<file path="config.mk">
export PLATFORM = sky130hd
export DESIGN_NAME = uart_status_flags
export DESIGN_NICKNAME = d
export VERILOG_FILES = /design/src/core/uart_status_pkg.sv /design/src/core/bit_sync.sv /design/src/core/rx_fifo.sv /design/src/core/uart_status_flags.sv
export SDC_FILE = /design/constraint.sdc
export NUM_CORES = 1
export LEC_CHECK = 0
export ABC_AREA = 0
export BUFFER_PORTS_ARGS = -buffer_cell sky130_fd_sc_hd__buf_2
export CAP_MARGIN = 20
export CORE_MARGIN = 5
export CORE_UTILIZATION = 45
export CTS_CLUSTER_DIAMETER = 120
export DETAILED_ROUTE_END_ITERATION = 8
export PLACE_DENSITY = 0.78
export SYNTH_ARGS = -nofsm -noshare
export SYNTH_HDL_FRONTEND = slang
export SYNTH_HIERARCHICAL = 1
export SYNTH_SLANG_ARGS = --single-unit
</file>
<file path="constraint.sdc">
create_clock -name sys_clk -period 3.8 [get_ports sys_clk]
set_clock_uncertainty 0.1 [all_clocks]
set_input_delay 0.76 -clock sys_clk [delete_from_list [all_inputs] [get_ports sys_clk]]
set_output_delay 0.76 -clock sys_clk [all_outputs]
set_load 0.1 [all_outputs]
</file>
<file path="src/core/uart_status_pkg.sv">
// constants, field layout and types for the uart channel status block
package uart_status_pkg;

    // register byte addresses on the apb side
    localparam logic [7:0]  ADDR_MODE     = 8'h00;
    localparam logic [7:0]  ADDR_STATUS   = 8'h04;
    localparam logic [7:0]  ADDR_CMD      = 8'h08;
    localparam logic [7:0]  ADDR_DATA     = 8'h0C;
    localparam logic [7:0]  ADDR_DIV      = 8'h10;

    // mode_register_one layout: [1:0] length, [2] parity type, [4:3] parity_mode_field
    localparam int          MODE_LEN_LSB  = 0;
    localparam int          MODE_PT_BIT   = 2;
    localparam int          MODE_PM_LSB   = 3;
    localparam logic [4:0]  MODE_RESET    = 5'h13;
    localparam logic [15:0] DIV_RESET     = 16'h000A;

    // channel_command_register layout
    localparam int          CMD_RX_LSB    = 0;
    localparam int          CMD_TC_LSB    = 2;
    localparam int          CMD_MISC_LSB  = 4;
    localparam logic [1:0]  CTL_ENABLE    = 2'h1;
    localparam logic [1:0]  CTL_DISABLE   = 2'h2;
    localparam logic [2:0]  CMD_RST_RX    = 3'h2;
    localparam logic [2:0]  CMD_RST_TX    = 3'h3;
    localparam logic [2:0]  CMD_RST_ERR   = 3'h4;

    // parity_mode_field codes
    localparam logic [1:0]  PM_WITH       = 2'h0;
    localparam logic [1:0]  PM_FORCE      = 2'h1;
    localparam logic [1:0]  PM_NONE       = 2'h2;
    localparam logic [1:0]  PM_MULTI      = 2'h3;

    // uart_channel_status bit positions
    localparam int          ST_BRK        = 7;
    localparam int          ST_FE         = 6;
    localparam int          ST_PE         = 5;
    localparam int          ST_OE         = 4;
    localparam int          ST_TRANSMITTER_EMPTY_FLAG      = 3;
    localparam int          ST_TRANSMITTER_READY_FLAG      = 2;
    localparam int          ST_FULL       = 1;
    localparam int          ST_RECEIVER_READY_FLAG      = 0;

    // timing in uart clock ticks (16x oversampling)
    localparam logic [3:0]  MID_TICK      = 4'h7;
    localparam logic [3:0]  LAST_TICK     = 4'hF;
    localparam logic [3:0]  HALF_BIT_TICKS = 4'h8;
    localparam logic [1:0]  FIFO_DEPTH    = 2'h3;
    localparam logic [1:0]  FIFO_LAST     = 2'h2;

    typedef struct packed {
        logic       brk;
        logic       fe;
        logic       pe;
        logic [7:0] data;
    } rx_entry_t;

endpackage : uart_status_pkg

</file>
<file path="src/core/bit_sync.sv">
// two flip-flop synchroniser for one asynchronous level
`timescale 1ns/1ps
module bit_sync #(
    parameter logic RESET_VAL = 1'b1
) (
    input  wire logic sys_clk,
    input  wire logic srst,
    input  wire logic asyncIn,
    output logic      syncOut
);
    logic meta_q;

    always_ff @(posedge sys_clk) begin
        if (srst) begin
            meta_q  <= RESET_VAL;
            syncOut <= RESET_VAL;
        end else begin
            meta_q  <= asyncIn;
            syncOut <= meta_q;
        end
    end
endmodule : bit_sync

</file>
<file path="src/core/rx_fifo.sv">
// three-entry receive fifo holding characters with their status
`timescale 1ns/1ps
module rx_fifo (
    input  wire logic                      sys_clk,
    input  wire logic                      srst,
    input  wire logic                      flush,
    input  wire logic                      clrErr,
    input  wire logic                      push,
    input  wire uart_status_pkg::rx_entry_t pushData,
    input  wire logic                      pop,
    output uart_status_pkg::rx_entry_t     head,
    output logic [1:0]                     count
);
    import uart_status_pkg::*;

    rx_entry_t  mem_q [3];
    logic [1:0] wrPtr_q;
    logic [1:0] rdPtr_q;
    logic [1:0] count_q;
    logic       doPush;
    logic       doPop;

    assign doPush = push && (count_q != FIFO_DEPTH);
    assign doPop  = pop && (count_q != 2'h0);
    assign head   = mem_q[rdPtr_q];
    assign count  = count_q;

    always_ff @(posedge sys_clk) begin
        if (srst || flush) begin
            wrPtr_q <= 2'h0;
            rdPtr_q <= 2'h0;
            count_q <= 2'h0;
        end else begin
            if (doPush) begin
                wrPtr_q <= (wrPtr_q == FIFO_LAST) ? 2'h0 : wrPtr_q + 2'h1;
            end
            if (doPop) begin
                rdPtr_q <= (rdPtr_q == FIFO_LAST) ? 2'h0 : rdPtr_q + 2'h1;
            end
            count_q <= count_q + {1'b0, doPush} - {1'b0, doPop};
        end
    end

    // error clear first, so a character written in the same cycle keeps its flags
    always_ff @(posedge sys_clk) begin
        for (int i = 0; i < 3; i++) begin
            if (clrErr) begin
                mem_q[i].brk <= 1'b0;
                mem_q[i].fe  <= 1'b0;
                mem_q[i].pe  <= 1'b0;
            end
        end
        if (doPush) begin
            mem_q[wrPtr_q] <= pushData;
        end
    end
endmodule : rx_fifo

</file>
<file path="src/core/uart_status_flags.sv">
// one uart channel with apb registers, receive fifo and status flags
`timescale 1ns/1ps
module uart_status_flags (
    input  wire logic        sys_clk,
    input  wire logic        srst,
    input  wire logic        psel,
    input  wire logic        penable,
    input  wire logic        pwrite,
    input  wire logic [7:0]  paddr,
    input  wire logic [31:0] pwdata,
    output logic [31:0]      prdata,
    output logic             pready,
    output logic             pslverr,
    input  wire logic        serial_receive_line,
    output logic             serialTransmitLine
);
    import uart_status_pkg::*;

    typedef enum logic [2:0] {RX_IDLE, RX_START, RX_DATA, RX_PAR, RX_STOP, RX_BRK} rx_state_t;
    typedef enum logic [2:0] {TX_IDLE, TX_START, TX_DATA, TX_PAR, TX_STOP} tx_state_t;

    // ---------------- apb slave ----------------
    logic        setupPhase;
    logic        accessDone;
    logic        apbWrite;
    logic        apbRead;
    logic        hitMode;
    logic        hitStatus;
    logic        hitCmd;
    logic        hitData;
    logic        hitDiv;
    logic        addrHit;
    logic [31:0] readMux;
    logic [7:0]  uart_channel_status;

    assign setupPhase = psel && !penable;
    assign accessDone = psel && penable && pready;
    assign apbWrite   = accessDone && pwrite;
    assign apbRead    = accessDone && !pwrite;
    assign hitMode    = paddr == ADDR_MODE;
    assign hitStatus  = paddr == ADDR_STATUS;
    assign hitCmd     = paddr == ADDR_CMD;
    assign hitData    = paddr == ADDR_DATA;
    assign hitDiv     = paddr == ADDR_DIV;
    assign addrHit    = hitMode || hitStatus || hitCmd || hitData || hitDiv;

    // registers
    logic [4:0]  mode_register_one;
    logic [15:0] divisor_q;
    logic [15:0] divCnt_q;
    logic        rxEn_q;
    logic        txEn_q;
    logic        overrun_q;

    // command decode, effective at the completing access edge
    logic        cmdWrite;
    logic [1:0]  rxCtl;
    logic [1:0]  transmitter_control_field;
    logic [2:0]  miscCmd;
    logic        rstRx;
    logic        rstTx;
    logic        rstErr;
    logic        txEnable;
    logic        txDisable;

    assign cmdWrite  = apbWrite && hitCmd;
    assign rxCtl     = pwdata[CMD_RX_LSB +: 2];
    assign transmitter_control_field = pwdata[CMD_TC_LSB +: 2];
    assign miscCmd   = pwdata[CMD_MISC_LSB +: 3];
    assign rstRx     = cmdWrite && (miscCmd == CMD_RST_RX);
    assign rstTx     = cmdWrite && (miscCmd == CMD_RST_TX);
    assign rstErr    = cmdWrite && (miscCmd == CMD_RST_ERR);
    assign txEnable  = cmdWrite && (transmitter_control_field == CTL_ENABLE);
    assign txDisable = cmdWrite && (transmitter_control_field == CTL_DISABLE);

    logic [1:0] parity_mode_field;
    logic       parityType;
    logic [1:0] charLen;
    logic [2:0] lastBit;
    logic       parityOn;

    assign parity_mode_field = mode_register_one[MODE_PM_LSB +: 2];
    assign parityType = mode_register_one[MODE_PT_BIT];
    assign charLen    = mode_register_one[MODE_LEN_LSB +: 2];
    assign lastBit    = {1'b0, charLen} + 3'h4;
    assign parityOn   = parity_mode_field != PM_NONE;

    // ---------------- uart clock tick ----------------
    logic tick;

    assign tick = divCnt_q == 16'h0000;

    always_ff @(posedge sys_clk) begin
        if (srst) begin
            divCnt_q <= DIV_RESET;
        end else begin
            divCnt_q <= tick ? divisor_q : divCnt_q - 16'h0001;
        end
    end

    // ---------------- receiver ----------------
    logic       rxLine;
    rx_state_t  rxState_q;
    logic [3:0] rxSub_q;
    logic [2:0] rxBit_q;
    logic [7:0] rxShift_q;
    logic       rxParBit_q;
    logic [3:0] hiCnt_q;
    logic       rxMid;
    logic       charDone;
    logic [7:0] rxData;
    logic       rxBreak;
    logic       rxFraming;
    logic       rxParErr;
    rx_entry_t  newEntry;

    bit_sync #(.RESET_VAL(1'b1)) rxSync (
        .sys_clk (sys_clk),
        .srst    (srst),
        .asyncIn (serial_receive_line),
        .syncOut (rxLine)
    );

    assign rxMid    = tick && (rxSub_q == MID_TICK);
    assign charDone = rxMid && (rxState_q == RX_STOP);
    assign rxData   = rxShift_q >> (2'h3 - charLen);
    // stop bit checked at its middle
    assign rxFraming = !rxLine;
    // all-zero char, zero parity, no stop
    assign rxBreak  = (rxData == 8'h00) && !(parityOn && rxParBit_q) && !rxLine;
    assign rxParErr = (parity_mode_field == PM_MULTI) ? rxParBit_q :
                      (parity_mode_field == PM_WITH)  ? ((^rxData ^ rxParBit_q) != parityType) :
                      (parity_mode_field == PM_FORCE) ? (rxParBit_q != parityType) : 1'b0;
    assign newEntry = '{brk: rxBreak, fe: rxFraming, pe: rxParErr, data: rxData};

    // each new start bit begins a fresh character time
    always_ff @(posedge sys_clk) begin
        if (srst || rstRx) begin
            rxState_q <= RX_IDLE;
            rxSub_q   <= 4'h0;
            rxBit_q   <= 3'h0;
            hiCnt_q   <= 4'h0;
        end else if (tick) begin
            rxSub_q <= rxSub_q + 4'h1;
            case (rxState_q)
                RX_IDLE: begin
                    rxSub_q <= 4'h0;
                    if (rxEn_q && !rxLine) begin
                        rxState_q <= RX_START;
                    end
                end
                RX_START: if (rxSub_q == MID_TICK) begin
                    rxBit_q   <= 3'h0;
                    rxState_q <= rxLine ? RX_IDLE : RX_DATA;
                end
                RX_DATA: if (rxSub_q == MID_TICK) begin
                    rxShift_q <= {rxLine, rxShift_q[7:1]};
                    rxBit_q   <= rxBit_q + 3'h1;
                    if (rxBit_q == lastBit) begin
                        rxState_q <= parityOn ? RX_PAR : RX_STOP;
                    end
                end
                RX_PAR: if (rxSub_q == MID_TICK) begin
                    rxParBit_q <= rxLine;
                    rxState_q  <= RX_STOP;
                end
                RX_STOP: if (rxSub_q == MID_TICK) begin
                    hiCnt_q   <= 4'h0;
                    // hold off new entries after a break
                    rxState_q <= rxBreak ? RX_BRK : RX_IDLE;
                end
                RX_BRK: begin
                    // line high for half a bit
                    hiCnt_q <= rxLine ? hiCnt_q + 4'h1 : 4'h0;
                    if (rxLine && (hiCnt_q == HALF_BIT_TICKS - 4'h1)) begin
                        rxState_q <= RX_IDLE;
                    end
                end
                default: rxState_q <= RX_IDLE;
            endcase
        end
    end

    // ---------------- holding stage and fifo ----------------
    rx_entry_t  hold_q;
    logic       holdValid_q;
    rx_entry_t  fifoHead;
    logic [1:0] fifoCount;
    logic       fifoFull;
    logic       fifoEmpty;
    logic       pushReq;
    logic       loadHold;
    logic       overrunEvt;
    logic       popReq;

    // full only with three unread characters
    assign fifoFull   = fifoCount == FIFO_DEPTH;
    assign fifoEmpty  = fifoCount == 2'h0;
    assign pushReq    = (holdValid_q || charDone) && !fifoFull;
    assign loadHold   = charDone && (holdValid_q || fifoFull);
    // new char with fifo and holder both occupied
    assign overrunEvt = charDone && holdValid_q && fifoFull;
    assign popReq     = apbRead && hitData;

    // held character overwritten, its status lost with it
    always_ff @(posedge sys_clk) begin
        if (srst || rstRx) begin
            holdValid_q <= 1'b0;
        end else begin
            holdValid_q <= loadHold || (holdValid_q && fifoFull);
        end
        if (loadHold) begin
            hold_q <= newEntry;
        end
    end

    rx_fifo rxFifo (
        .sys_clk  (sys_clk),
        .srst     (srst),
        .flush    (rstRx),
        .clrErr   (rstErr),
        .push     (pushReq),
        .pushData (holdValid_q ? hold_q : newEntry),
        .pop      (popReq),
        .head     (fifoHead),
        .count    (fifoCount)
    );

    // overrun sticky, error reset clears, a new overrun wins
    always_ff @(posedge sys_clk) begin
        if (srst) begin
            overrun_q <= 1'b0;
        end else if (overrunEvt) begin
            overrun_q <= 1'b1;
        end else if (rstErr) begin
            overrun_q <= 1'b0;
        end
    end

    always_ff @(posedge sys_clk) begin
        if (srst || rstRx) begin
            rxEn_q <= 1'b0;
        end else if (cmdWrite && rxCtl == CTL_ENABLE) begin
            rxEn_q <= 1'b1;
        end else if (cmdWrite && rxCtl == CTL_DISABLE) begin
            rxEn_q <= 1'b0;
        end
    end

    // ---------------- transmitter ----------------
    tx_state_t  txState_q;
    logic [3:0] txSub_q;
    logic [2:0] txBit_q;
    logic [7:0] txShift_q;
    logic       txParBit_q;
    logic [7:0] thr_q;
    logic       thrValid_q;
    logic       transmitter_ready_flag_q;
    logic       transmitter_empty_flag_q;
    logic       thrWrite;
    logic       txLoad;
    logic       bitEnd;
    logic       lastStop;
    logic       txLineNext;

    // a write while disabled never reaches the holder
    assign thrWrite = apbWrite && hitData && txEn_q;
    // loading waits one cycle on a write so ready never sees set and clear at once
    assign txLoad   = (txState_q == TX_IDLE) && thrValid_q && !thrWrite;
    assign bitEnd   = tick && (txSub_q == LAST_TICK);
    assign lastStop = bitEnd && (txState_q == TX_STOP);
    assign txLineNext = (txState_q == TX_START) ? 1'b0 :
                        (txState_q == TX_DATA)  ? txShift_q[0] :
                        (txState_q == TX_PAR)   ? txParBit_q : 1'b1;

    always_ff @(posedge sys_clk) begin
        if (srst || rstTx) begin
            txState_q  <= TX_IDLE;
            thrValid_q <= 1'b0;
            txSub_q    <= 4'h0;
        end else begin
            if (thrWrite) begin
                thr_q      <= pwdata[7:0];
                thrValid_q <= 1'b1;
            end else if (txLoad) begin
                thrValid_q <= 1'b0;
            end
            if (tick) begin
                txSub_q <= txSub_q + 4'h1;
            end
            case (txState_q)
                TX_IDLE: if (txLoad) begin
                    txShift_q  <= thr_q;
                    txParBit_q <= (parity_mode_field == PM_WITH) ?
                                  (^(thr_q & (8'hFF >> (2'h3 - charLen))) ^ parityType) :
                                  parityType;
                    txSub_q    <= 4'h0;
                    txBit_q    <= 3'h0;
                    txState_q  <= TX_START;
                end
                TX_START: if (bitEnd) begin
                    txState_q <= TX_DATA;
                end
                TX_DATA: if (bitEnd) begin
                    txShift_q <= {1'b0, txShift_q[7:1]};
                    txBit_q   <= txBit_q + 3'h1;
                    if (txBit_q == lastBit) begin
                        txState_q <= parityOn ? TX_PAR : TX_STOP;
                    end
                end
                TX_PAR: if (bitEnd) begin
                    txState_q <= TX_STOP;
                end
                TX_STOP: if (bitEnd) begin
                    txState_q <= TX_IDLE;
                end
                default: txState_q <= TX_IDLE;
            endcase
        end
    end

    always_ff @(posedge sys_clk) begin
        if (srst || rstTx || txDisable) begin
            txEn_q  <= 1'b0;
            transmitter_ready_flag_q <= 1'b0;
        end else if (txEnable && !txEn_q) begin
            txEn_q  <= 1'b1;
            transmitter_ready_flag_q <= 1'b1;
        end else if (thrWrite) begin
            transmitter_ready_flag_q <= 1'b0;
        end else if (txLoad && txEn_q) begin
            transmitter_ready_flag_q <= 1'b1;
        end
    end

    // empty only after final stop with nothing pending
    always_ff @(posedge sys_clk) begin
        if (srst || rstTx) begin
            transmitter_empty_flag_q <= 1'b0;
        end else if (txLoad || thrWrite) begin
            transmitter_empty_flag_q <= 1'b0;
        end else if (lastStop && !thrValid_q) begin
            transmitter_empty_flag_q <= 1'b1;
        end
    end

    // ---------------- status and register file ----------------
    // head flags shown only while a character waits
    assign uart_channel_status = {fifoHead.brk && !fifoEmpty,
                                  fifoHead.fe && !fifoEmpty,
                                  fifoHead.pe && !fifoEmpty,
                                  overrun_q,
                                  transmitter_empty_flag_q && txEn_q,
                                  transmitter_ready_flag_q && txEn_q,
                                  fifoFull,
                                  !fifoEmpty};

    assign readMux = hitMode   ? {27'h000_0000, mode_register_one} :
                     hitStatus ? {24'h00_0000, uart_channel_status} :
                     hitData   ? {24'h00_0000, fifoEmpty ? 8'h00 : fifoHead.data} :
                     hitDiv    ? {16'h0000, divisor_q} : 32'h0000_0000;

    // status has no write path and its read pops nothing
    always_ff @(posedge sys_clk) begin
        if (srst) begin
            mode_register_one <= MODE_RESET;
            divisor_q         <= DIV_RESET;
        end else if (apbWrite && hitMode) begin
            mode_register_one <= pwdata[4:0];
        end else if (apbWrite && hitDiv) begin
            divisor_q         <= pwdata[15:0];
        end
    end

    // one registered answer cycle: pready rises in the first access cycle
    always_ff @(posedge sys_clk) begin
        if (srst) begin
            pready             <= 1'b0;
            pslverr            <= 1'b0;
            prdata             <= 32'h0000_0000;
            serialTransmitLine <= 1'b1;
        end else begin
            pready             <= setupPhase;
            pslverr            <= setupPhase && !addrHit;
            serialTransmitLine <= txLineNext;
            if (setupPhase) begin
                prdata <= pwrite ? 32'h0000_0000 : readMux;
            end
        end
    end
endmodule : uart_status_flags

</file>
==> metrics.txt <==
outcome finished, final reports clean; Routed WL 18,800 um; WHS Path Cells 1; Yosys cell types 80; H-tree depth 4; drt wl/cell 17.43 um; site row count 50; crit-path max FO 9; multi-input logic area 3661 sq um; nets 890; DP Wirelength 13,390 um; chip width 146.9 um; vias 6,094; I/O Buffers 48; Post-Syn Instances 783; biggest area consumer among synthesized cells edfxtp_1; core footprint 18,580 sq um; register area share after synthesis 52.25%; DR iter-0 viols 440; overall power 3.889 mW; GRT Total Usage 17.45%; Clock transition at path regs 70 ps; Worst Reg-to-Reg Cells 12; CP arrival 3700 ps; most crowded layer after global routing met2; R2R setup slack 230 ps; FFs w/ async S/R, synth 0%; top post-synthesis cells by area edfxtp_1, dfxtp_1, mux2i_1; Pwr Density 412.7 nW/um^2; RSZ-0062 raised after global routing no; synthesized area per cell 10.77 sq um; post-CTS setup repair buffer count 0; Mapped Area 8429 sq um; Area growth syn-to-layout 11.82%; hold path start rxSync/meta_q; worst min path class flop to flop; Die H 146.9 um; Yosys warning count 6; final setup violation count 0; Slew @ Worst Pin 852.0 ps; M1 GR Usage 22.28%; share of the synthesized area in the top cell type 29.92%; Final period util 93.96%; count of final max-slew check failures 0; Final Critical Period 3571 ps; Diodes inserted 0; met3 Use GR 3.671%; Placer Congestion 0.8411; Post-synth EDFFs 84; RR Endpoint rxFifo/mem_q[0][8]; synth cell count leaders dfxtp_1, edfxtp_1, nor2_1; Die ar. 21,570 sq um; most common cell in the netlist dfxtp_1; max cap viols 0; flops & latches, synth 178; GRT overflow 0; Post-Place Setup Slack 279.9 ps; WHS Endpoint rxSync/syncOut; Max Freq 280.1 MHz; Crit Path Category flop to flop; start of the worst register-to-register path mode_register_one[1]; clock buffer count from CTS 17; Final Hold Vio Count 0; Starting Density 45.37%; CTS sink count 178; initial antenna violation count 0; Setup crit start kind flop; Slew headroom 42.68%; final hold slack 315.1 ps; setup ws final 229.4 ps; CP Capture Type flop; predominant post-synthesis flop cell dfxtp_1; met2 Track Usage GR 29.80%; layout cells sized above 1 16.69%; vias in the first global route 5,946; drt first pass iters 5; Setup TNS 0 ps; vias per cell 5.648; Max clock buf depth 2; largest net degree at the start of global routing 52; first-pass GRT wire length 30,340 um; Routed Antenna Nets 0; CTS tree yes; CTS root buffer clkbuf_16; CP required 3930 ps; VDD IR-drop max 0.3672 mV; Residual DRC 0; register area 4405 sq um; worst skew pair latency 430 ps; num ports 81; FILL cells 1,584; P_leak 3.431 nW
==> power breakdown <==
| group | leakage [nW] | total, mW | switching, mW | internal (mW) |
|---|---|---|---|---|
| clock | 0.266 | 1.59 | 0.745 | 0.847 |
| sequential | 1.51 | 2.04 | 0.0261 | 2.01 |
| combinational | 1.66 | 0.259 | 0.192 | 0.0674 |
==> cells in the final DEF, fill, tap and decap left out, types with 6 or more instances in the layout <==
cell,n
a211oi_1,6
a21oi_1,18
a22oi_1,10
buf_2,48
buf_4,23
clkbuf_16,17
conb_1,16
dfxtp_1,93
edfxtp_1,84
ha_1,12
inv_1,31
mux2_2,18
mux2i_1,30
mux4_2,10
nand2_1,61
nand2b_1,13
nand3_1,17
nand4_1,7
nor2_1,79
nor2b_1,10
nor3_1,31
nor3b_1,8
nor4_1,19
o21ai_0,43
xnor2_1,17
xor2_1,7
==> through the flow <==
step | utilization (%) | std cells | cell area [sq um]
6_report | 50.73 | 1079 | 9425
5_1_grt | 50.73 | 1079 | 9425
4_1_cts | 50.72 | 1079 | 9424
3_5_place_dp | 47.83 | 1047 | 8887
3_3_place_gp | 47.83 | 1047 | 8887
2_1_floorplan | - | 798 | 8487
==> final cells by class <==
class / instances / share of cell area (%)
clock buffers: 19 / 4.593
clock inverters: 13 / 1.102
inverters: 31 / 1.235
multi-input cells: 533 / 38.84
flip-flops and latches: 178 / 46.74
well taps: 234 / 3.106
repair buffers: 71 / 4.381
==> how the worst max path moves through the flow <==
stage	from	end	slack, ps	cells after the start
floorplan	paddr[4]	txBit_q[0]	450	6
global placement	mode_register_one[1]	rxFifo/mem_q[0][8]	450	12
detailed placement	mode_register_one[1]	rxFifo/mem_q[0][8]	280	12
CTS	mode_register_one[1]	rxFifo/mem_q[0][8]	150	12
global route	mode_register_one[1]	rxFifo/mem_q[0][8]	6	12
finish	mode_register_one[1]	rxFifo/mem_q[0][8]	230	12
==> registers in the layout, summed over array words and instances (netlist names), 4 cells and up, named ones only <==
signal / cells
thr_q: 8
divCnt_q: 16
rxFifo/mem_q: 44
divisor_q: 16
rxSub_q: 4
hiCnt_q: 4
rxShift_q: 8
txShift_q: 8
prdata: 16
hold_q: 11
txSub_q: 4
mode_register_one: 5
==> timing repair <==
item / CTS / global route
endpoints found under the hold margin: 0 / 0
resized for setup: 0 / 1
hold buffers: 0 / 0
setup endpoints to repair: 0 / 2
==> per-layer routing <==
layer / vias to the layer above / part of all wire (%)
met5: - / 0
met4: 0 / 1.5
met3: 24 / 4.7
met2: 171 / 50
met1: 2938 / 44
li1: 2961 / -
==> critical path: stages (launching register included) <==
cell	delay, ps
dfxtp_2	450
buf_4	220
nor2b_1	340
a22o_1	250
inv_1	60
ha_1	280
xnor2_1	190
xnor2_1	140
nor2_1	210
mux2_2	370
a32oi_1	320
inv_1	120
nor4_1	310
==> kinds of logic after synthesis <==
kind of cell,share of synthesized area [%]
and+or+nand+nor,18.54
other,0.04449
AOI/OAI and AO/OA,9.945
buffers and inverters,5.062
xor gates and xnor gates,3.028
adders and majority gates,1.781
DFF,52.25
muxes,9.351
(Power assumes the default switching activity.)
